[config.mk]
export PLATFORM = sky130hd
export DESIGN_NAME = sms_port
export DESIGN_NICKNAME = d
export VERILOG_FILES = /design/src/rtl/sms_pkg.sv /design/src/rtl/sms_stream_if.sv /design/src/rtl/sms_sync.sv /design/src/rtl/sms_fifo.sv /design/src/rtl/sms_port.sv
export SDC_FILE = /design/constraint.sdc
export NUM_CORES = 1
export LEC_CHECK = 0
export BUFFER_PORTS_ARGS = -buffer_cell sky130_fd_sc_hd__buf_2
export CAP_MARGIN = 20
export CORE_UTILIZATION = 54
export CTS_CLUSTER_SIZE = 25
export DETAILED_ROUTE_END_ITERATION = 6
export GPL_TIMING_DRIVEN = 0
export PLACE_DENSITY = 0.71
export RECOVER_POWER = 50
export SYNTH_ARGS = -nofsm -noshare
export SYNTH_HDL_FRONTEND = slang
export SYNTH_SLANG_ARGS = --single-unit
[constraint.sdc]
create_clock -name clk -period 4.3 [get_ports clk]
set_input_delay 0.645 -clock clk [delete_from_list [all_inputs] [get_ports clk]]
set_output_delay 0.645 -clock clk [all_outputs]
set_load 0.005 [all_outputs]
[src/rtl/sms_pkg.sv]
// Purpose: Shared constants and types of the serial master/slave port
// Assumes: Word-wide register bus, byte addresses, 50 MHz core clock
// Notes:   Every user of this package writes sms_pkg::name
//
// Functional notes
// - Setup bit 15 selects slave at 0, master at 1; resets to 0.
// - Per-device phase bits 14:10; 1 toggles clock from transfer start.
// - Per-device enable polarity bits 9:5; 0 active low, 1 active high.
// - Per-device clock idle bits 4:0; 0 rests low, 1 rests high.
// - Slave ends a transaction when the select leaves its active level.
// - Setup or control writes during a transaction are dropped with error.
// - New idle and polarity settings act two clock cycles after the write.
// - Control bits 9:7 pick which device enable is driven.
// - Control bits 6:2 give transfer length minus one.
// - Control bit 1 starts transmit only, bit 0 receive and transmit.
// - Status bit 1, transmit empty, resets 1, cleared by a transmit write to the top byte lane.
// - Status bit 0, receive full, resets 0, cleared by functional read only.
// - Transmit word right aligned, highest used bit shifted out first.
// - Transmit full once the byte lane holding the top bits is written.
// - Receive empty once the top byte lane is read functionally; the code stays full while more words wait in the FIFO.
// - Test bits: force output, forced value, input, clock, enables.
// - Test bit 0 loops output to input; register reads zero when off.
// - Activation bits clear one shift clock cycle after the start.
// - Finished receive copies shift register to receive side, flags read end.
package sms_pkg;

	// ----------------------------------------------------------------
	// Register map (byte addresses)
	// ----------------------------------------------------------------
	localparam logic [7:0] OFS_SETUP_TWO = 8'h28;
	localparam logic [7:0] OFS_CONTROL   = 8'h2C;
	localparam logic [7:0] OFS_STATUS    = 8'h30;
	localparam logic [7:0] OFS_TX        = 8'h34;
	localparam logic [7:0] OFS_RX        = 8'h38;
	localparam logic [7:0] OFS_TEST      = 8'h3C;

	// ----------------------------------------------------------------
	// Field layout
	// ----------------------------------------------------------------
	localparam int NDEV        = 5;
	localparam int SET2_W      = 16;
	localparam int SET2_ROLE   = 15;
	localparam int SET2_CP_LO  = 10;
	localparam int SET2_CE_LO  = 5;
	localparam int SET2_CI_LO  = 0;
	localparam int CTRL_W      = 10;
	localparam int CTRL_TGT_LO = 7;
	localparam int CTRL_CNT_LO = 2;
	localparam int CTRL_LANE   = 5;
	localparam int CTRL_WR     = 1;
	localparam int CTRL_RD     = 0;
	localparam int TEST_W      = 5;
	localparam int TEST_MODE   = 0;
	localparam int TEST_FDO    = 1;
	localparam int TEST_WTV    = 2;
	localparam int TEST_WCV    = 4;

	// ----------------------------------------------------------------
	// Reset values and masks
	// ----------------------------------------------------------------
	localparam logic [SET2_W-1:0] SET2_RST  = 16'h0000;
	localparam logic [CTRL_W-1:0] CTRL_RST  = 10'h000;
	localparam logic [TEST_W-1:0] TEST_RST  = 5'h00;
	localparam logic [TEST_W-1:0] TEST_WMSK = 5'h17;
	localparam logic [31:0]       TX_RST    = 32'h0000_0000;
	localparam logic              TXE_RST   = 1'b1;

	// ----------------------------------------------------------------
	// Bus codes
	// ----------------------------------------------------------------
	localparam logic [2:0] CMD_WR    = 3'h1;
	localparam logic [2:0] CMD_RD    = 3'h2;
	localparam logic [1:0] RESP_NULL = 2'h0;
	localparam logic [1:0] RESP_DVA  = 2'h1;
	localparam logic [1:0] RESP_ERR  = 2'h3;

	// ----------------------------------------------------------------
	// Timing
	// ----------------------------------------------------------------
	localparam int CLK_NS       = 20;
	localparam int SCK_HALF_NS  = 80;
	localparam int SCK_HALF_CYC = (SCK_HALF_NS + CLK_NS - 1) / CLK_NS;
	localparam int FIFO_DEPTH   = 4;

	typedef enum logic [1:0] {ST_IDLE, ST_WAIT, ST_RUN} sms_state_type;

	// Byte-lane merge of a bus write
	function automatic logic [31:0] merge(input logic [31:0] old_v,
		input logic [31:0] new_v, input logic [3:0] be);
		logic [31:0] r;
		r = old_v;
		for (int i = 0; i < 4; i++)
			if (be[i])
				r[8*i +: 8] = new_v[8*i +: 8];
		return r;
	endfunction

endpackage

[src/rtl/sms_stream_if.sv]
// Purpose: Valid/ready word stream between the port and its buffer
// Assumes: Single clock domain
// Notes:   src drives data, snk answers ready
`timescale 1ns/1ps
interface sms_stream_if #(parameter int W = 32);
	logic         valid;
	logic         ready;
	logic [W-1:0] data;
	modport src (output valid, output data, input ready);
	modport snk (input valid, input data, output ready);
endinterface

[src/rtl/sms_sync.sv]
// Purpose: Two-flop synchroniser for pin inputs
// Assumes: Inputs are slow levels relative to clk
// Notes:   First stage feeds only the second stage
`timescale 1ns/1ps
module sms_sync #(
	parameter int W = 1
) (
	// Clock and reset
	input  wire logic         clk,
	input  wire logic         srst,
	// Data
	input  wire logic [W-1:0] d,
	output logic      [W-1:0] q
);
	logic [W-1:0] meta_q;

	// Two stages against metastability
	always_ff @(posedge clk)
	begin
		if (srst)
		begin
			meta_q <= '0;
			q      <= '0;
		end
		else
		begin
			meta_q <= d;
			q      <= meta_q;
		end
	end
endmodule

[src/rtl/sms_fifo.sv]
// Purpose: Small flip-flop FIFO on the receive path
// Assumes: Same clock on both sides
// Notes:   Full drops in_s.ready so the source stalls
`timescale 1ns/1ps
module sms_fifo #(
	parameter int W     = 32,
	parameter int DEPTH = 4
) (
	// Clock and reset
	input  wire logic clk,
	input  wire logic srst,
	// Streams
	sms_stream_if.snk in_s,
	sms_stream_if.src out_s
);
	localparam int AW = (DEPTH > 1) ? $clog2(DEPTH) : 1;
	localparam int CW = $clog2(DEPTH + 1);

	if (DEPTH < 2)
	begin : g_bad_depth
		$error("sms_fifo: DEPTH must be at least 2");
	end

	logic [W-1:0]  mem_q [DEPTH];
	logic [AW-1:0] wp_q;
	logic [AW-1:0] rp_q;
	logic [CW-1:0] cnt_q;
	logic          push;
	logic          pop;

	assign in_s.ready  = (cnt_q != CW'(DEPTH));
	assign out_s.valid = (cnt_q != '0);
	assign out_s.data  = mem_q[rp_q];
	assign push        = in_s.valid && in_s.ready;
	assign pop         = out_s.valid && out_s.ready;

	// Storage
	always_ff @(posedge clk)
	begin
		if (push)
			mem_q[wp_q] <= in_s.data;
	end

	// Pointers and fill level
	always_ff @(posedge clk)
	begin
		if (srst)
		begin
			wp_q  <= '0;
			rp_q  <= '0;
			cnt_q <= '0;
		end
		else
		begin
			if (push)
				wp_q <= (wp_q == AW'(DEPTH - 1)) ? '0 : wp_q + 1'b1;
			if (pop)
				rp_q <= (rp_q == AW'(DEPTH - 1)) ? '0 : rp_q + 1'b1;
			cnt_q <= cnt_q + CW'(push) - CW'(pop);
		end
	end
endmodule

[src/rtl/sms_port.sv]
// Purpose: Four-line serial port, master or slave, with register bus slave
// Assumes: Link pins asynchronous to clk; shift clock sampled in slave mode
// Notes:   Received words queue in a small FIFO in front of the read register
`timescale 1ns/1ps
module sms_port #(
	parameter int HALF_CYC = sms_pkg::SCK_HALF_CYC,
	parameter int RX_DEPTH = sms_pkg::FIFO_DEPTH
) (
	// Clock and reset
	input  wire logic        clk,
	input  wire logic        srst,
	// Register bus
	input  wire logic [2:0]  ocp_mcmd,
	input  wire logic [7:0]  ocp_maddr,
	input  wire logic [31:0] ocp_mdata,
	input  wire logic [3:0]  ocp_mbyteen,
	input  wire logic        ocp_dbg_access,
	output logic             ocp_scmdaccept,
	output logic [1:0]       ocp_sresp,
	output logic [31:0]      ocp_sdata,
	// Shift clock pin
	input  wire logic        shift_clock_i,
	output logic             shift_clock_o,
	output logic             shift_clock_oe,
	// Data pins
	input  wire logic        serial_in_pin,
	output logic             serial_out_pin,
	// Device enables, bit 0 doubles as slave select input
	input  wire logic        slave_select_in,
	output logic [4:0]       dev_enable_o,
	output logic             dev_enable0_oe,
	// Status
	output logic             read_end
);
	if (HALF_CYC < 1 || RX_DEPTH < 2)
	begin : g_bad_param
		$error("sms_port: HALF_CYC >= 1 and RX_DEPTH >= 2 required");
	end

	// ----------------------------------------------------------------
	// Declarations
	// ----------------------------------------------------------------
	localparam int DW = $clog2(HALF_CYC + 1);

	sms_pkg::sms_state_type state_q;
	logic [sms_pkg::SET2_W-1:0] set2_q;
	logic [sms_pkg::CTRL_W-1:0] ctrl_q;
	logic [sms_pkg::TEST_W-1:0] test_q;
	logic [31:0] tx_q;
	logic [31:0] shift_q;
	logic [9:0]  cfg_p1_q;
	logic [9:0]  cfg_q;
	logic [DW-1:0] div_q;
	logic [6:0]  ecnt_q;
	logic        tog_q;
	logic        dout_q;
	logic        txe_q;
	logic        kind_rd_q;
	logic        sck_p_q;
	logic        sel_p_q;
	logic [2:0]  pins_s;
	logic        sck_s;
	logic        din_s;
	logic        sel_s;

	logic        role;
	logic        tm;
	logic [2:0]  tgt;
	logic [4:0]  nb;
	logic [1:0]  lane;
	logic [6:0]  edges;
	logic        cp_u;
	logic        ci_u;
	logic        ce_u;
	logic        din_eff;
	logic        sel_act;
	logic        bus_wr;
	logic        bus_rd;
	logic        hit;
	logic        busy;
	logic        locked;
	logic        act;
	logic        start;
	logic        tick;
	logic        ev;
	logic        cap;
	logic        fin;
	logic        act_clr;
	logic        lead;
	logic        trail;
	logic [31:0] rdata;

	sms_stream_if #(.W(32)) push_s ();
	sms_stream_if #(.W(32)) pop_s ();

	// ----------------------------------------------------------------
	// Pin synchronisers and receive buffer
	// ----------------------------------------------------------------
	sms_sync #(.W(3)) u_sync (
		.clk  (clk),
		.srst (srst),
		.d    ({shift_clock_i, serial_in_pin, slave_select_in}),
		.q    (pins_s)
	);
	assign sck_s = pins_s[2];
	assign din_s = pins_s[1];
	assign sel_s = pins_s[0];

	sms_fifo #(.W(32), .DEPTH(RX_DEPTH)) u_rx_fifo (
		.clk   (clk),
		.srst  (srst),
		.in_s  (push_s),
		.out_s (pop_s)
	);

	// ----------------------------------------------------------------
	// Field decode
	// ----------------------------------------------------------------
	assign role  = set2_q[sms_pkg::SET2_ROLE];
	assign tm    = test_q[sms_pkg::TEST_MODE];
	assign tgt   = (ctrl_q[sms_pkg::CTRL_TGT_LO +: 3] < 3'(sms_pkg::NDEV))
		? ctrl_q[sms_pkg::CTRL_TGT_LO +: 3] : 3'h0;
	assign nb    = ctrl_q[sms_pkg::CTRL_CNT_LO +: 5];
	assign lane  = ctrl_q[sms_pkg::CTRL_LANE +: 2];
	assign edges = {1'b0, nb, 1'b0} + 7'h02;
	// Slave follows device 0 settings only
	assign cp_u  = set2_q[sms_pkg::SET2_CP_LO + (role ? tgt : 3'h0)];
	assign ci_u  = cfg_q[role ? tgt : 3'h0];
	assign ce_u  = cfg_q[sms_pkg::SET2_CE_LO + (role ? tgt : 3'h0)];
	assign din_eff = tm ? serial_out_pin : din_s;
	assign sel_act = (sel_s == ce_u);

	// ----------------------------------------------------------------
	// Bus decode
	// ----------------------------------------------------------------
	assign bus_wr = (ocp_mcmd == sms_pkg::CMD_WR);
	assign bus_rd = (ocp_mcmd == sms_pkg::CMD_RD);
	assign hit = (ocp_maddr == sms_pkg::OFS_SETUP_TWO) || (ocp_maddr == sms_pkg::OFS_CONTROL)
		|| (ocp_maddr == sms_pkg::OFS_STATUS) || (ocp_maddr == sms_pkg::OFS_TX)
		|| (ocp_maddr == sms_pkg::OFS_RX) || (ocp_maddr == sms_pkg::OFS_TEST);
	assign busy   = (state_q == sms_pkg::ST_RUN);
	assign locked = busy && bus_wr && ((ocp_maddr == sms_pkg::OFS_SETUP_TWO)
		|| (ocp_maddr == sms_pkg::OFS_CONTROL));

	// ----------------------------------------------------------------
	// Sequencing terms
	// ----------------------------------------------------------------
	// A receive only starts with room in the buffer, so no word is lost
	assign act   = ctrl_q[sms_pkg::CTRL_WR] || ctrl_q[sms_pkg::CTRL_RD];
	assign start = (state_q == sms_pkg::ST_IDLE) && act
		&& (!ctrl_q[sms_pkg::CTRL_RD] || push_s.ready);
	assign tick  = busy && role && (div_q == DW'(HALF_CYC - 1));
	assign lead  = (sck_s != ci_u) && (sck_p_q == ci_u);
	assign trail = (sck_s == ci_u) && (sck_p_q != ci_u);
	assign ev    = role ? (tick && (ecnt_q < edges)) : (busy && (lead || trail));
	// Phase 0 samples on leading edges, phase 1 on trailing edges
	assign cap   = role ? (ev && (ecnt_q[0] == cp_u)) : (ev && (cp_u ? trail : lead));
	assign fin   = role ? (tick && (ecnt_q == edges))
		: (busy && sel_p_q && !sel_act);
	assign act_clr = (ev && (ecnt_q == 7'h01)) || fin;

	// ----------------------------------------------------------------
	// Transfer state and shift clock timing
	// ----------------------------------------------------------------
	always_ff @(posedge clk)
	begin
		if (srst)
		begin
			state_q <= sms_pkg::ST_IDLE;
			div_q   <= '0;
			ecnt_q  <= '0;
			tog_q   <= 1'b0;
		end
		else
		begin
			case (state_q)
				sms_pkg::ST_IDLE:
				begin
					div_q  <= '0;
					ecnt_q <= '0;
					tog_q  <= 1'b0;
					if (start)
						state_q <= role ? sms_pkg::ST_RUN : sms_pkg::ST_WAIT;
				end
				sms_pkg::ST_WAIT:
				begin
					if (sel_act)
						state_q <= sms_pkg::ST_RUN;
				end
				sms_pkg::ST_RUN:
				begin
					div_q <= tick ? '0 : div_q + 1'b1;
					if (ev)
					begin
						ecnt_q <= ecnt_q + 7'h01;
						tog_q  <= ~tog_q;
					end
					if (fin)
						state_q <= sms_pkg::ST_IDLE;
				end
				default:
					state_q <= sms_pkg::ST_IDLE;
			endcase
		end
	end

	// ----------------------------------------------------------------
	// Shift register and serial data
	// ----------------------------------------------------------------
	// Output bit moves on shift edges, input enters on capture edges
	always_ff @(posedge clk)
	begin
		if (srst)
		begin
			shift_q   <= '0;
			dout_q    <= 1'b0;
			kind_rd_q <= 1'b0;
		end
		else if (start)
		begin
			shift_q   <= tx_q;
			dout_q    <= tx_q[nb];
			kind_rd_q <= ctrl_q[sms_pkg::CTRL_RD];
		end
		else if (cap)
			shift_q <= {shift_q[30:0], din_eff};
		else if (ev)
			dout_q <= shift_q[nb];
	end

	// Finished receive lands in the buffer
	assign push_s.valid = fin && kind_rd_q;
	assign push_s.data  = shift_q;
	assign pop_s.ready  = bus_rd && (ocp_maddr == sms_pkg::OFS_RX)
		&& !ocp_dbg_access && ocp_mbyteen[lane];

	// ----------------------------------------------------------------
	// Setup, control and test registers
	// ----------------------------------------------------------------
	always_ff @(posedge clk)
	begin
		if (srst)
		begin
			set2_q <= sms_pkg::SET2_RST;
			ctrl_q <= sms_pkg::CTRL_RST;
			test_q <= sms_pkg::TEST_RST;
		end
		else
		begin
			if (bus_wr && !locked && (ocp_maddr == sms_pkg::OFS_SETUP_TWO))
				set2_q <= sms_pkg::SET2_W'(sms_pkg::merge(32'(set2_q), ocp_mdata,
					ocp_mbyteen));
			if (bus_wr && !locked && (ocp_maddr == sms_pkg::OFS_CONTROL))
				ctrl_q <= sms_pkg::CTRL_W'(sms_pkg::merge(32'(ctrl_q), ocp_mdata,
					ocp_mbyteen));
			else if (act_clr)
				ctrl_q[1:0] <= 2'h0;
			if (bus_wr && (ocp_maddr == sms_pkg::OFS_TEST))
				test_q <= sms_pkg::TEST_W'(sms_pkg::merge(32'(test_q), ocp_mdata,
					ocp_mbyteen)) & sms_pkg::TEST_WMSK;
		end
	end

	// Idle and polarity settings reach the pins two cycles late
	always_ff @(posedge clk)
	begin
		if (srst)
		begin
			cfg_p1_q <= sms_pkg::SET2_RST[9:0];
			cfg_q    <= sms_pkg::SET2_RST[9:0];
		end
		else
		begin
			cfg_p1_q <= set2_q[9:0];
			cfg_q    <= cfg_p1_q;
		end
	end

	// ----------------------------------------------------------------
	// Transmit register and data status
	// ----------------------------------------------------------------
	// Completion sets empty and wins over a same-cycle write
	always_ff @(posedge clk)
	begin
		if (srst)
		begin
			tx_q  <= sms_pkg::TX_RST;
			txe_q <= sms_pkg::TXE_RST;
		end
		else
		begin
			if (bus_wr && (ocp_maddr == sms_pkg::OFS_TX))
				tx_q <= sms_pkg::merge(tx_q, ocp_mdata, ocp_mbyteen);
			if (fin)
				txe_q <= 1'b1;
			else if (bus_wr && (ocp_maddr == sms_pkg::OFS_TX) && ocp_mbyteen[lane])
				txe_q <= 1'b0;
		end
	end

	// ----------------------------------------------------------------
	// Bus answer
	// ----------------------------------------------------------------
	always_comb
	begin
		rdata = '0;
		case (ocp_maddr)
			sms_pkg::OFS_SETUP_TWO: rdata = 32'(set2_q);
			sms_pkg::OFS_CONTROL:   rdata = 32'(ctrl_q);
			sms_pkg::OFS_STATUS:    rdata = {30'h0, txe_q, pop_s.valid};
			sms_pkg::OFS_TX:        rdata = tx_q;
			sms_pkg::OFS_RX:        rdata = pop_s.valid ? pop_s.data : '0;
			sms_pkg::OFS_TEST:      rdata = tm ? {21'h0, dev_enable_o, sck_s,
				test_q[4], din_eff, test_q[2:0]} : '0;
			default:                rdata = '0;
		endcase
	end

	// Every read or write command gets one answer the cycle after
	always_ff @(posedge clk)
	begin
		if (srst)
		begin
			ocp_scmdaccept <= 1'b0;
			ocp_sresp      <= sms_pkg::RESP_NULL;
			ocp_sdata      <= '0;
		end
		else
		begin
			ocp_scmdaccept <= 1'b1;
			ocp_sresp      <= sms_pkg::RESP_NULL;
			ocp_sdata      <= '0;
			if (bus_wr || bus_rd)
				ocp_sresp <= (hit && !locked) ? sms_pkg::RESP_DVA : sms_pkg::RESP_ERR;
			if (bus_rd)
				ocp_sdata <= rdata;
		end
	end

	// ----------------------------------------------------------------
	// Pin drivers
	// ----------------------------------------------------------------
	// Enable of the chosen device is active only in a master transfer
	always_ff @(posedge clk)
	begin
		if (srst)
		begin
			dev_enable_o   <= 5'h1F;
			dev_enable0_oe <= 1'b0;
			shift_clock_o  <= 1'b0;
			shift_clock_oe <= 1'b0;
			serial_out_pin <= 1'b0;
			sck_p_q        <= 1'b0;
			sel_p_q        <= 1'b0;
			read_end       <= 1'b0;
		end
		else
		begin
			for (int i = 0; i < sms_pkg::NDEV; i++)
				dev_enable_o[i] <= (busy && role && (tgt == 3'(i)))
					? cfg_q[5+i] : ~cfg_q[5+i];
			dev_enable0_oe <= role;
			shift_clock_oe <= role;
			shift_clock_o  <= tm ? test_q[sms_pkg::TEST_WCV] : (ci_u ^ tog_q);
			serial_out_pin <= (tm && test_q[sms_pkg::TEST_FDO])
				? test_q[sms_pkg::TEST_WTV] : dout_q;
			sck_p_q <= sck_s;
			sel_p_q <= busy && sel_act;
			if (fin && kind_rd_q)
				read_end <= 1'b1;
			else if (start)
				read_end <= 1'b0;
		end
	end

endmodule

-- Word-level counts from Yosys, hierarchy flattened
Memory sizes are Yosys's and may differ from the RTL's. A register that Yosys moved wholly into a read port is not among the register bits.
Index checks and enable logic that the tools add are counted.
- flip-flop bits (word level): 189
- latch bits: 0
- bits in writable memories: 128
- bits in read-only memories: 0
- output and inout bits: 45
- logic and storage cells: 226
- memories kept: 1
- memory list (name ; depth ; width ; rd ports ; clocked after memory_dff ; write ports ; line ; text):
    u_rx_fifo.mem_q ; 4 ; 32 ; 1 ; 1 ; 1 ; sms_fifo.sv:24 ; logic [W-1:0] mem_q [DEPTH];
- add/sub/neg operators: 9
- $mul: 0
- div/mod/pow operators: 0
- $lt $le $gt $ge: 7
- equal/unequal tests: 32
- shift operators: 0
- mux-type cells: 59
- bitwise operators: 9
- reduce and logical (&&, ||, !) cells: 74
- operator list (kind ; count):
    one-hot mux 32 bit (6 select lines) ; 1
    2-to-1 mux 32 bit ; 3
    equality test 8 x 6 -> 1 bit, second input constant ; 6
    logical AND 1 bit ; 36
    adder 4 x 32 -> 32 bit, first input constant ; 1
    less-than comparator 32 x 5 -> 1 bit, second input constant ; 1
    2-to-1 mux 1 bit ; 27
    2-to-1 mux 2 bit ; 12
    AND reduction 2 bit ; 12
    one-hot mux 7 bit (2 select lines) ; 1
    equality test 3 x 2 -> 1 bit, second input constant ; 4
    2-to-1 mux 3 bit ; 4
    2-to-1 mux 11 bit ; 1
    binary-select mux 1 bit (select 5 bit) ; 2
    logical OR 1 bit ; 10
    nonzero test 2 bit ; 5
    binary-select mux 1 bit (select 4 bit) ; 2
    inequality test 2 bit, second input constant ; 4
    NOT 1 bit ; 8
    adder 6 x 2 -> 7 bit, second input constant ; 1
    adder 7 x 1 -> 7 bit, second input constant ; 1
    equality test 7 x 1 -> 1 bit, second input constant ; 1
    equality test 7 bit ; 1
    less-than comparator 7 bit ; 1
    31 further kinds ; 45

-- Depth between registers and ports, before layout
Gate-level depths: netlist (run 1).
- depth in word-level cells: 14
- mapped depth: 15
- depth with buffers taken out: 14

-- Hierarchy
A second synthesis (run 1) with hierarchy kept.
- cell total of the unflattened synthesis: 1135
- area, all modules: 13236.4 um2
- by module, submodules not included (module ; instances ; cells an instance ; area each (um2) ; seq. area each (um2)):
    sms_port ; 1 ; 907 ; 7985.2 ; 3523.4
    sms_fifo ; 1 ; 216 ; 5093.6 ; 4023.9
    sms_sync ; 1 ; 12 ; 157.7 ; 120.1

-- Worst setup path before layout (run 1)
No wires, ideal clock.
- kind: register to register
- start point: register ctrl_q[3] (netlist bit)
- end point: memory u_rx_fifo.mem_q[3][0], enable pin
- data arrival time: 2.900 ns
- path slack: 1.008 ns
- stages on the path, launching flop included: 11
- path buffers: 2
- period minus slack after synthesis: 3.292 ns
- cell sequence: dfxtp_1 > buf_2 > buf_2 > nand3_1 > or2_2 > ha_1 > nand4_1 > nor3_1 > nand2_1 > a21oi_2 > and2_1
- longest elaborated chain between the ends: 8
- RTL lines (what ; line ; text):
    from (decl) ; sms_port.sv:47 ; logic [sms_pkg::CTRL_W-1:0] ctrl_q;
    from (signal assigned) ; sms_port.sv:245 ; ctrl_q <= sms_pkg::CTRL_RST;
    from (signal assigned) ; sms_port.sv:254 ; ctrl_q <= sms_pkg::CTRL_W'(sms_pkg::merge(32'(ctrl_q), ocp_mdata,
    adder 6 x 2 -> 7 bit ; sms_port.sv:125 ; assign edges = {1'b0, nb, 1'b0} + 7'h02;
    equality test 7 bit ; sms_port.sv:158 ; assign fin = role ? (tick && (ecnt_q == edges))
    logical AND 1 bit ; sms_port.sv:158 ;
    2-to-1 mux 1 bit ; sms_port.sv:158 ;
    logical AND 1 bit ; sms_port.sv:232 ; assign push_s.valid = fin && kind_rd_q;
    logical AND 1 bit ; sms_fifo.sv:34 ; assign push = in_s.valid && in_s.ready;
    named net u_rx_fifo.push ; sms_fifo.sv:28 ; logic push;
    2-to-1 mux 1 bit ; sms_fifo.sv:40 ; if (push)
    2-to-1 mux 1 bit (implied by the code) ; sms_fifo.sv:41 ; mem_q[wp_q] <= in_s.data;
    to (decl) ; sms_fifo.sv:24 ;
The timed path passes the listed nets, and every way through them passes these cells.

-- Worst setup path in the final report (run 1)
- start point: register ctrl_q[7] (netlist bit)
- end point: register shift_q[27] (netlist: push_s.data[27])
- longest elaborated chain between the ends: 13
- elaborated cells on any way between the ends: 24
- classes of those cells: add/sub: 1; order compare: 1; eq/ne: 5; mux: 10; reduce/logical: 7
- RTL lines (what ; line ; text):
    less-than comparator 3 bit ; sms_port.sv:121 ; assign tgt = (ctrl_q[sms_pkg::CTRL_TGT_LO +: 3] < 3'(sms_pkg::NDEV))
    2-to-1 mux 3 bit * ; sms_port.sv:122 ; ? ctrl_q[sms_pkg::CTRL_TGT_LO +: 3] : 3'h0;
    branches (longest 9 deep; another with adder 4 x 32 -> 32 bit) ; -- ;
    2-to-1 mux 1 bit * ; sms_port.sv:157 ; assign cap = role ? (ev && (ecnt_q[0] == cp_u)) : (ev && (cp_u ? trail : lead));
    nonzero test 2 bit (no source line) * ; -- ;
    to (signal assigned) ; sms_port.sv:221 ; shift_q <= tx_q;
    to (signal assigned) ; sms_port.sv:226 ; shift_q <= {shift_q[30:0], din_eff};
    to (decl) ; sms_port.sv:50 ; logic [31:0] shift_q;
Every way passes the cells marked *. The select of a mux whose other input is x is not followed.
A chain may end at the register's enable or synchronous reset.

==> run summary, run 1 <==
Fmax: 0.2509 GHz
Async set-reset flop share out of synthesis: 0%
Final Max Slew Viols: 18
Area occupied by multi-input gates: 5085 um^2
Crit path max-delay family: compound AO/OA/AOI/OAI gates
Peak supply drop: 299.4 uV
Cell area after synthesis: 13,180 um^2
Overall Global Routing Usage: 28.71%
Via density: 6.024
Post-CTS setup buffer count: 0
Final setup fails: 0
Die footprint: 25,040 um^2
Sequential cell area fraction in the yosys report: 58.16%
Crit-path most repeated cell: a21oi_1
Initial Utilization: 55.66%
RSZ-0062 raised after global routing: no
Drt pass-1 iters: 7
Startpoint types: flip-flop
Max_cap viols: 2
Root buf cell: clkbuf_16
Final hold vios: 0
CTS Buf Count: 36
Post-route minimum period: 3.986 ns
Mean post-synth cell area: 12.22 um^2
Stages on worst setup path: 14
Post-Syn Instances: 1,079
CTS tree: yes
Antenna cells: 0
Slew @ Worst Pin: 2.727 ns
Top Ports: 98
Crit-path cells: clkbuf_1 -> mux2i_1 -> nor3b_1 -> o21ai_0 -> a21oi_1 -> xor2_1 -> ha_1 -> nor3_1 -> a41o_1 -> inv_1 -> nor3_4 -> buf_6 -> a22oi_1 -> a21oi_1
Failing checks: DRC, capacitance limit, slew limit
Number of synthesized flops with an enable pin: 128
Main synth FF type: dfxtp_1
Count of input and output buffers: 95
Cells after DPL: 1,494
Fin cells: 1,560
Slowest-stage cell, CP: dfxtp_1
Vias after detailed routing: 9,397
Worst skew pair latency: 0.53 ns
Final Skew: 0.02332 ns
Mapped Nets: 1,153
Rel. slew slack: -83.48%
Hold Path Stages: 2
Antenna violations before repair: 0
Critical path arrival: 4.43 ns
Final worst path period share: 92.69%
# clock sinks: 319
Static Leak: 5.118 nW
Clock Path Buffers: 3
R2R depth: 14
CTS clk-pin slew, worst paths: 0.06 ns
Total Nets Final: 1,287
Final antenna-violating net count: 0
Status: complete, but fails checks
Largest cells by area after synthesis: edfxtp_1 (29%), dfxtp_1 (29%), mux4_2 (8.7%)
CTS H-Tree Depth: 2
DR WL/cell: 22.51 um
Post-synthesis cell type with the largest combined area: edfxtp_1
Power per cell area: 414.2 nW/um^2
CORE AREA: 23,680 um^2
Critical Path Sink Type: flip-flop
RePlAce Congestion: 0.9361
Yosys top cell area share: 29.16%
Buf+Inv Stages, Crit Path: 3
Row count: 56
Vias in the first global route: 8,886
Reg area: 7667 um^2
Hold buffer count at cts: 0
Yosys warnings: 0
Crit-path max cell delay: 0.49 ns
Largest net degree at the start of global routing: 33
Resize count post-CTS: 0
Total gr overflow: 0
Crit path kind: reg2reg
Chip Height: 158.2 um
CP Max Fanout: 10
DIE WIDTH: 158.2 um
Ratio of cells with drive above 1 in the final layout: 18.37%
Drt initial violations: 957
Area grow syn2layout: 15.42%
DR DRC count: 5
Fillers: 1,885
Post-synthesis sequential element count: 319
Worst Path Required: 4.74 ns
Routed wire length: 35,110 um
Detailed placement HPWL: 24,410 um
First-pass GRT wire length: 52,550 um
Min-Delay Path Class: in2reg
TNS Setup: 0 ns
Post-synthesis cell type count: 65
## synth_stat cells (16+ instances only)
| master | n |
|---|---|
| a22oi_1 | 60 |
| nor3_1 | 16 |
| edfxtp_1 | 128 |
| mux4_2 | 51 |
| clkbuf_1 | 43 |
| nor2_1 | 82 |
| nand2_1 | 112 |
| nor2b_1 | 35 |
| nand3_1 | 44 |
| ha_1 | 20 |
| a21oi_1 | 72 |
| dfxtp_1 | 191 |
| mux2i_1 | 45 |
| inv_1 | 18 |
## cell families after synthesis
family	synth area share (%)
compound gates	10.76
xor+xnor	1.462
fa+ha+maj	2.050
buf+inv	3.056
flops	58.16
mux	12.33
simple gates	12.18
## path summary, 6_finish.rpt
check                     start               end  slack (ns)
setup reg to reg      ctrl_q[7]   push_s.data[27]        0.31
hold / removal    serial_in_pin  u_sync.meta_q[1]        0.33
setup / recovery      ctrl_q[7]   push_s.data[27]        0.31
hold reg to reg     cfg_p1_q[8]          cfg_q[8]        0.43
## stage by stage
| stage | util, % | setup slack [ns] | area, um^2 | hold slack [ns] | total power, mW |
|---|---|---|---|---|---|
| 2_1_floorplan | - | 1.008 | 13180 | 0.4138 | 3.235 |
| 3_3_place_gp | 59.36 | -0.1584 | 14060 | 0.4179 | 3.297 |
| 3_5_place_dp | 59.46 | 0.3936 | 14080 | 0.4204 | 3.298 |
| 4_1_cts | 64.54 | 0.3674 | 15290 | 0.3296 | 6.325 |
| 5_1_grt | 64.25 | 0.08445 | 15220 | 0.3547 | 6.447 |
| 6_report | 64.25 | 0.3143 | 15220 | 0.3320 | 6.302 |
## sequential cells by signal, indices dropped and copies added (netlist names), 4 cells and up, named ones only
name,flops
set2_q,16
u_rx_fifo.mem_q,128
ecnt_q,7
dev_enable_o,5
ctrl_q,10
ocp_sdata,32
cfg_p1_q,10
push_s.data,32
cfg_q,10
test_q,4
tx_q,32
## routing by layer
layer  up-vias  part of all wire (%)  track usage (%)  wire length, um
li1       4261                     -                -                -
met1      4635                    42            39.14            14700
met2       430                    47            45.95            16620
met3        71                   7.7            5.146             2721
met4         0                   3.1            10.53             1076
met5         -                     0                0                0
## worst reg2reg max path: stages, from the launching register on
cell,delay [ns]
dfxtp_1,0.49
clkbuf_1,0.45
mux2i_1,0.16
nor3b_1,0.21
o21ai_0,0.10
a21oi_1,0.38
xor2_1,0.24
ha_1,0.26
nor3_1,0.26
a41o_1,0.28
inv_1,0.18
nor3_4,0.45
buf_6,0.22
a22oi_1,0.08
a21oi_1,0.16
## area by class of cell
class,instances,share of cell area (%)
inverters,18,0.4440
clock inverters,14,0.9210
plain buffers,69,2.196
repair buffers,96,3.018
flip-flops and latches,319,50.39
multi-input cells,673,33.42
well taps,319,2.623
clock buffers,52,6.990
## layout by cell type, fill, tap and decap left out, types with 7 or more instances in the layout
master	netlist	final
dfxtp_1	191	191
edfxtp_1	128	128
nand2_1	112	112
clkbuf_1	43	85
nor2_1	82	83
buf_2	9	74
a21oi_1	72	72
a22oi_1	60	60
mux4_2	51	51
mux2i_1	45	45
nand3_1	44	44
clkbuf_16	0	38
nor2b_1	35	35
ha_1	20	20
inv_1	18	18
nor3_1	16	16
a21oi_2	11	11
xnor2_1	11	11
xor2_1	11	11
a31oi_1	10	10
a22oi_2	10	10
buf_6	7	7
nand2b_1	7	7
## power breakdown
group	leakage (nW)	switching (mW)	internal, mW
Combinational	1.80	0.0751	0.0309
Clock	0.595	1.22	1.85
Sequential	2.73	0.00252	3.13
Total	5.12	1.30	5.01
Note: power is estimated with default switching activity, not from simulation.
==> inputs of run 2 (changes only) <==
--- a/config.mk
+++ b/config.mk
@@ -15,4 +15,5 @@
 export RECOVER_POWER = 50
 export SYNTH_ARGS = -nofsm -noshare
 export SYNTH_HDL_FRONTEND = slang
+export SYNTH_HIERARCHICAL = 1
 export SYNTH_SLANG_ARGS = --single-unit
==> run summary, run 2 <==
DIE WIDTH: 158.6 um
RSZ-0062 raised after global routing: no
WHS: 0.3548 ns
CTS clk-pin slew, worst paths: 0.06 ns
Most frequent standard cell in the layout excluding fill and tap cells: dfxtp_1
Final setup fails: 0
Static Leak: 5.018 nW
Reg2reg setup slack: 0.17 ns
Root buf cell: clkbuf_16
Status: complete, but fails checks
Ratio of cells with drive above 1 in the final layout: 16.27%
Multiplexer share of the synthesized area: 11.08%
Final Skew: 0.02442 ns
Post-Syn Instances: 1,135
Antenna cells: 0
Post-synthesis sequential element count: 319
Largest family of logic cells by synthesized area: simple AND/OR/NAND/NOR gates
Worst skew pair latency: 0.52 ns
Slew @ Worst Pin: 1.234 ns
Drt initial violations: 1,045
Critical path arrival: 4.55 ns
Min-Delay Path Class: in2reg
Vias in the first global route: 9,276
Final Max Slew Viols: 0
Setup ws final: 0.1707 ns
Area grow syn2layout: 14.41%
Synth top cells by count: dfxtp_1 (191), edfxtp_1 (128), nand2_1 (120)
Pre-CTS setup slack: -1.258 ns
Final antenna-violating net count: 0
CTS Buf Count: 34
Top Ports: 98
Post-synthesis cell type with the largest combined area: edfxtp_1
Max reg flops: 128
# clock sinks: 319
Count of input and output buffers: 95
Fmax: 0.2422 GHz
Antenna violations before repair: 0
Detailed placement HPWL: 24,830 um
Via density: 6.130
CTS tree: yes
CORE AREA: 23,750 um^2
Initial Utilization: 55.73%
Post-route minimum period: 4.129 ns
Vias after detailed routing: 9,870
First-pass GRT wire length: 54,260 um
Startpoint types: flip-flop
Critical R2R Launch: set2_q[15]
Total gr overflow: 0
Commonest non-fill, non-tap cells in the layout: dfxtp_1 (189), edfxtp_1 (128), nand2_1 (120)
RePlAce Congestion: 0.9780
Async set-reset flop share out of synthesis: 0%
Sequential cell area fraction in the yosys report: 57.93%
DR DRC count: 10
Critical Path Sink Type: flip-flop
Rel. slew slack: 17.59%
Max_cap viols: 0
Clock Path Buffers: 3
Row count: 56
Cell Area, Placed: 14,130 um^2
Fillers: 1,902
Mapped Nets: 1,208
Largest cells by area after synthesis: edfxtp_1 (29%), dfxtp_1 (29%), mux4_2 (8.8%)
Synthesized-area fraction occupied by ao, oa, aoi and oai cells: 10.95%
Final hold vios: 0
Largest net degree at the start of global routing: 33
Hold Startpoint: shift_clock_i
Hold Path Stages: 2
Cell area after synthesis: 13,240 um^2
Chip Height: 158.6 um
Overall Global Routing Usage: 29.39%
Worst Path Required: 4.72 ns
Adder-Cell Fraction of Synth Area: 1.947%
Die footprint: 25,140 um^2
CP Max Fanout: 10
Yosys warnings: 6
Yosys top cell area share: 29.04%
Mean post-synth cell area: 11.66 um^2
Largest register by flop count: u_rx_fifo/mem_q
Routed wire length: 35,520 um
Main synth FF type: dfxtp_1
Power per cell area: 394.5 nW/um^2
Drt pass-1 iters: 7
Crit path kind: reg2reg
Post-synthesis cell type count: 71
DR WL/cell: 22.06 um
Peak supply drop: 267.0 uV
Post-route cell area: 15,140 um^2
Number of synthesized flops with an enable pin: 128
Final worst path period share: 96.03%
Crit Reg-Reg Endpoint: u_rx_fifo/cnt_q[2]
CTS H-Tree Depth: 2
Top-count cell post-synth: dfxtp_1
Failing checks: DRC
Worst Hold End: u_sync/meta_q[2]
Total Nets Final: 1,339
Post-synthesis xor/xnor area fraction: 1.191%
R2R depth: 17
Simple-Gate Fraction of Synth Area: 13.59%
run 2: worst max-delay path by stage:
stage	startpoint	endpoint	slack (ns)	cells past startpoint
2_1_floorplan	ctrl_q[3]	u_rx_fifo/cnt_q[2]	0.24	19
3_3_place_gp	ctrl_q[3]	u_rx_fifo/mem_q[2][6]	-1.44	11
3_5_place_dp	ctrl_q[3]	u_rx_fifo/cnt_q[2]	-1.26	19
4_1_cts	ctrl_q[3]	u_rx_fifo/cnt_q[2]	0.08	19
5_1_grt	set2_q[15]	u_rx_fifo/cnt_q[2]	0.03	17
6_report	set2_q[15]	u_rx_fifo/cnt_q[2]	0.17	17
run 2: metal layers:
| metal | vias to the layer above | part of all wire, % | global-route usage (%) |
|---|---|---|---|
| li1 | 4471 | - | - |
| met2 | 513 | 45 | 45.07 |
| met1 | 4800 | 42 | 42.14 |
| met4 | 0 | 3.4 | 11.40 |
| met3 | 86 | 9.3 | 4.355 |
| met5 | - | 0 | 0 |
run 2: cell families (layout without fill, tap and decap cells):
| kind of cell | count (synthesis) | after routing |
|---|---|---|
| xor+xnor | 18 | 18 |
| simple gates | 373 | 373 |
| fa+ha+maj | 20 | 20 |
| mux | 81 | 81 |
| flops | 319 | 319 |
| compound gates | 225 | 225 |
| buf+inv | 99 | 255 |
run 2: cell type report:
class                           count  area, um^2  area share [%]
Buffer                             76       361.6           2.388
Clock buffer                       47       930.9           6.147
Clock inverter                     14       98.84          0.6527
Inverter                           20       76.32          0.5040
Multi-Input combinational cell    717        5157           34.06
Sequential cell                   319        7670           50.65
Tap cell                          319       399.1           2.636
Timing Repair Buffer               98       449.2           2.966
run 2: metrics by stage:
stage,utilization [%],cells,power (mW),setup TNS [ns]
finish,63.75,1610,5.975,0
detailed placement,59.49,1551,3.293,-120.69
floorplan,-,1135,3.233,0
CTS,64.00,1612,5.992,0
global placement,59.41,1549,3.292,-131.59
global route,63.75,1610,6.117,0
run 2: worst max-delay path, cell delays in order, from the launching register on:
cell	delay (ns)
dfxtp_1	0.33
buf_2	0.19
clkbuf_1	0.56
inv_1	0.33
a21oi_1	0.32
nand3_1	0.18
o21ai_0	0.21
a21oi_2	0.20
nor2b_4	0.21
nand2_2	0.11
ha_1	0.30
inv_1	0.06
ha_1	0.13
inv_1	0.05
fa_1	0.38
xor2_1	0.16
and2_2	0.19
nor3_1	0.13
run 2: what timing repair did:
item | 4_1_cts | 5_1_grt
hold buffers | 0 | 0
setup buffers | 1 | 0
gates resized for setup | 11 | 7
cloned | 0 | 0
endpoints found under the setup margin | 133 | 1
run 2: power by group:
group	internal [mW]	switching (mW)	total [mW]
logic	0.0307	0.0714	0.102
registers	3.12	0.00254	3.13
clock network	1.58	1.17	2.75
==> inputs of run 3 (changes only) <==
--- a/config.mk
+++ b/config.mk
@@ -5,13 +5,14 @@
 export SDC_FILE = /design/constraint.sdc
 export NUM_CORES = 1
 export LEC_CHECK = 0
+export ABC_AREA = 1
 export BUFFER_PORTS_ARGS = -buffer_cell sky130_fd_sc_hd__buf_2
 export CAP_MARGIN = 20
-export CORE_UTILIZATION = 54
+export CORE_UTILIZATION = 55
 export CTS_CLUSTER_SIZE = 25
 export DETAILED_ROUTE_END_ITERATION = 6
 export GPL_TIMING_DRIVEN = 0
-export PLACE_DENSITY = 0.71
+export PLACE_DENSITY = 0.72
 export RECOVER_POWER = 50
 export SYNTH_ARGS = -nofsm -noshare
 export SYNTH_HDL_FRONTEND = slang
==> run summary, run 3 <==
Antenna violations before repair: 0
Post-route minimum period: 4.055 ns
Area grow syn2layout: 15.60%
R2R depth: 18
Most frequent standard cell in the layout excluding fill and tap cells: nand2_1
Min-Delay Path Class: in2reg
Crit-path most repeated cell: inv_1
Largest register by flop count: u_rx_fifo/mem_q
DR WL/cell: 20.35 um
Commonest non-fill, non-tap cells in the layout: nand2_1 (212), dfxtp_1 (191), o21ai_0 (177)
Total chip power: 6.225 mW
Peak supply drop: 260.6 uV
Yosys warnings: 6
Total Nets Final: 1,763
Fin util: 64.85%
Fillers: 2,150
Slowest-stage cell, CP: dfxtp_1
Detailed placement HPWL: 30,230 um
CTS Buf Count: 35
Root buf cell: clkbuf_16
Main synth FF type: dfxtp_1
Post-CTS setup buffer count: 0
Drt pass-1 iters: 6
Failing checks: capacitance limit, slew limit
Cell area after synthesis: 13,680 um^2
Rel. slew slack: -24.38%
Worst Path Required: 4.71 ns
Final hold vios: 0
Initial Utilization: 56.10%
Count of input and output buffers: 97
Top Ports: 98
Vias in the first global route: 11,210
RePlAce Congestion: 1.026
Vias after detailed routing: 11,850
CP Max Fanout: 9
Crit path max-delay family: simple AND/OR/NAND/NOR gates
Synth top cells by count: nand2_1 (213), dfxtp_1 (191), o21ai_0 (177)
Ratio of cells with drive above 1 in the final layout: 12.70%
DIE WIDTH: 159.7 um
CTS H-Tree Depth: 2
DR DRC count: 0
Worst skew pair latency: 0.53 ns
Final setup fails: 0
Antenna cells: 0
Crit Reg-Reg Endpoint: u_rx_fifo/cnt_q[2]
Post-synthesis cell type with the largest combined area: edfxtp_1
CTS clk-pin slew, worst paths: 0.06 ns
Drt initial violations: 1,208
Chip Height: 159.7 um
First-pass GRT wire length: 63,540 um
Via density: 5.805
Post-Syn Instances: 1,553
Final antenna-violating net count: 0
Hold Startpoint: slave_select_in
RSZ-0062 raised after global routing: no
Mapped Nets: 1,626
Crit path kind: reg2reg
Post-route cell area: 15,820 um^2
Mean post-synth cell area: 8.811 um^2
Pre-CTS setup slack: -0.3860 ns
Hold buffer count at cts: 0
Final Skew: 0.02267 ns
Routed wire length: 41,540 um
Number of synthesized flops with an enable pin: 128
Final Max Slew Viols: 10
Critical path arrival: 4.47 ns
Fmax: 0.2466 GHz
Crit-path max cell delay: 0.63 ns
Largest cells by area after synthesis: edfxtp_1 (28%), dfxtp_1 (28%), o21ai_0 (6.5%)
Post-synthesis cell type count: 48
Area occupied by multi-input gates: 5001 um^2
Startpoint types: flip-flop
Async set-reset flop share out of synthesis: 0%
Die footprint: 25,510 um^2
Critical R2R Launch: ctrl_q[4]
Power per cell area: 393.5 nW/um^2
Row count: 57
CORE AREA: 24,390 um^2
Top-count cell post-synth: nand2_1
Cell Area, Placed: 14,700 um^2
Worst Hold End: u_sync/meta_q[0]
Clock Path Buffers: 3
Final worst path period share: 94.31%
Reg2reg setup slack: 0.24 ns
Crit-path cells: inv_1 -> nor2_2 -> nand3_1 -> ha_1 -> nand2_1 -> nor2_1 -> nand4_1 -> nand2_1 -> nand2_1 -> inv_1 -> nand2_2 -> ha_1 -> inv_1 -> ha_1 -> inv_1 -> fa_1 -> o21ai_0 -> nor2_1
Total gr overflow: 0
Sequential cell area fraction in the yosys report: 56.04%
Reg area: 7667 um^2
Max reg flops: 128
CTS tree: yes
Max_cap viols: 1
Slew @ Worst Pin: 1.851 ns
Static Leak: 5.734 nW
# clock sinks: 319
Critical Path Sink Type: flip-flop
Post-synthesis sequential element count: 319
Hold Path Stages: 3
Resize count post-CTS: 2
Overall Global Routing Usage: 32.80%
Buf+Inv Stages, Crit Path: 4
Largest net degree at the start of global routing: 28
Status: complete, but fails checks
WHS: 0.3214 ns
Setup ws final: 0.2446 ns
Yosys top cell area share: 28.09%
## run 3: changes by cell type after synthesis, sizes merged, moves of 9 or more
cell / delta
a21oi: +51
a22oi: -51
buf: +9
inv: +139
mux2i: -24
mux4: -52
nand2: +108
nor2: +104
nor2b: -39
o21ai: +198
o22ai: +42
or3: -10
## run 3: worst reg2reg max path: stages, from the launching register on
cell	delay (ns)
dfxtp_1	0.63
inv_1	0.28
nor2_2	0.29
nand3_1	0.14
ha_1	0.33
nand2_1	0.07
nor2_1	0.15
nand4_1	0.16
nand2_1	0.17
nand2_1	0.15
inv_1	0.17
nand2_2	0.19
ha_1	0.35
inv_1	0.06
ha_1	0.13
inv_1	0.05
fa_1	0.37
o21ai_0	0.20
nor2_1	0.06
## run 3: final cells by class
type | count | share of cell area, %
Sequential cell | 319 | 48.47
Multi-Input combinational cell | 995 | 31.62
Clock buffer | 50 | 6.605
Inverter | 159 | 3.821
Timing Repair Buffer | 102 | 3.465
Buffer | 78 | 2.776
Tap cell | 324 | 2.563
Clock inverter | 14 | 0.6803
## run 3: metrics by stage
stage          TNS, ns  cells
4_1_cts              0   2041
5_1_grt              0   2041
6_report             0   2041
3_3_place_gp   -231.53   1974
2_1_floorplan        0   1553
3_5_place_dp    -5.846   1979
## run 3: worst max-delay path by stage
stage,start,end,slack [ns],cells past startpoint
final,ctrl_q[4],u_rx_fifo/cnt_q[2],0.24,18
after global routing,ctrl_q[2],u_rx_fifo/cnt_q[2],0.06,19
after CTS,ctrl_q[2],u_rx_fifo/cnt_q[2],0.08,19
after detailed placement,ctrl_q[2],u_rx_fifo/cnt_q[2],-0.39,20
after global placement,ctrl_q[2],u_rx_fifo/mem_q[3][27],-1.93,14
after floorplan,ctrl_q[2],u_rx_fifo/mem_q[0][0],0.40,14
## run 3: logic make-up after synthesis
kind of cell | count (synthesis) | share of synthesized area, %
AOI/OAI and AO/OA | 451 | 17.76
buffers and inverters | 239 | 7.681
muxes | 1 | 0.07316
and+or+nand+nor | 519 | 16.31
adders and majority gates | 20 | 1.884
DFF | 319 | 56.04
xor gates and xnor gates | 4 | 0.2561
## run 3: routing by layer
metal	part of all wire [%]	global-route usage (%)	wire [um]	up-vias
met5	0	0	0	-
met4	4.7	15.56	1957	0
met3	8.8	5.636	3640	109
met2	46	52.68	19000	582
met1	41	43.24	16940	5579
li1	-	-	-	5579
## run 3: report_power, final
group	total, mW	internal, mW	switching (mW)
Sequential	3.13	3.12	0.00205
Combinational	0.104	0.0322	0.0721
Clock	2.99	1.76	1.23
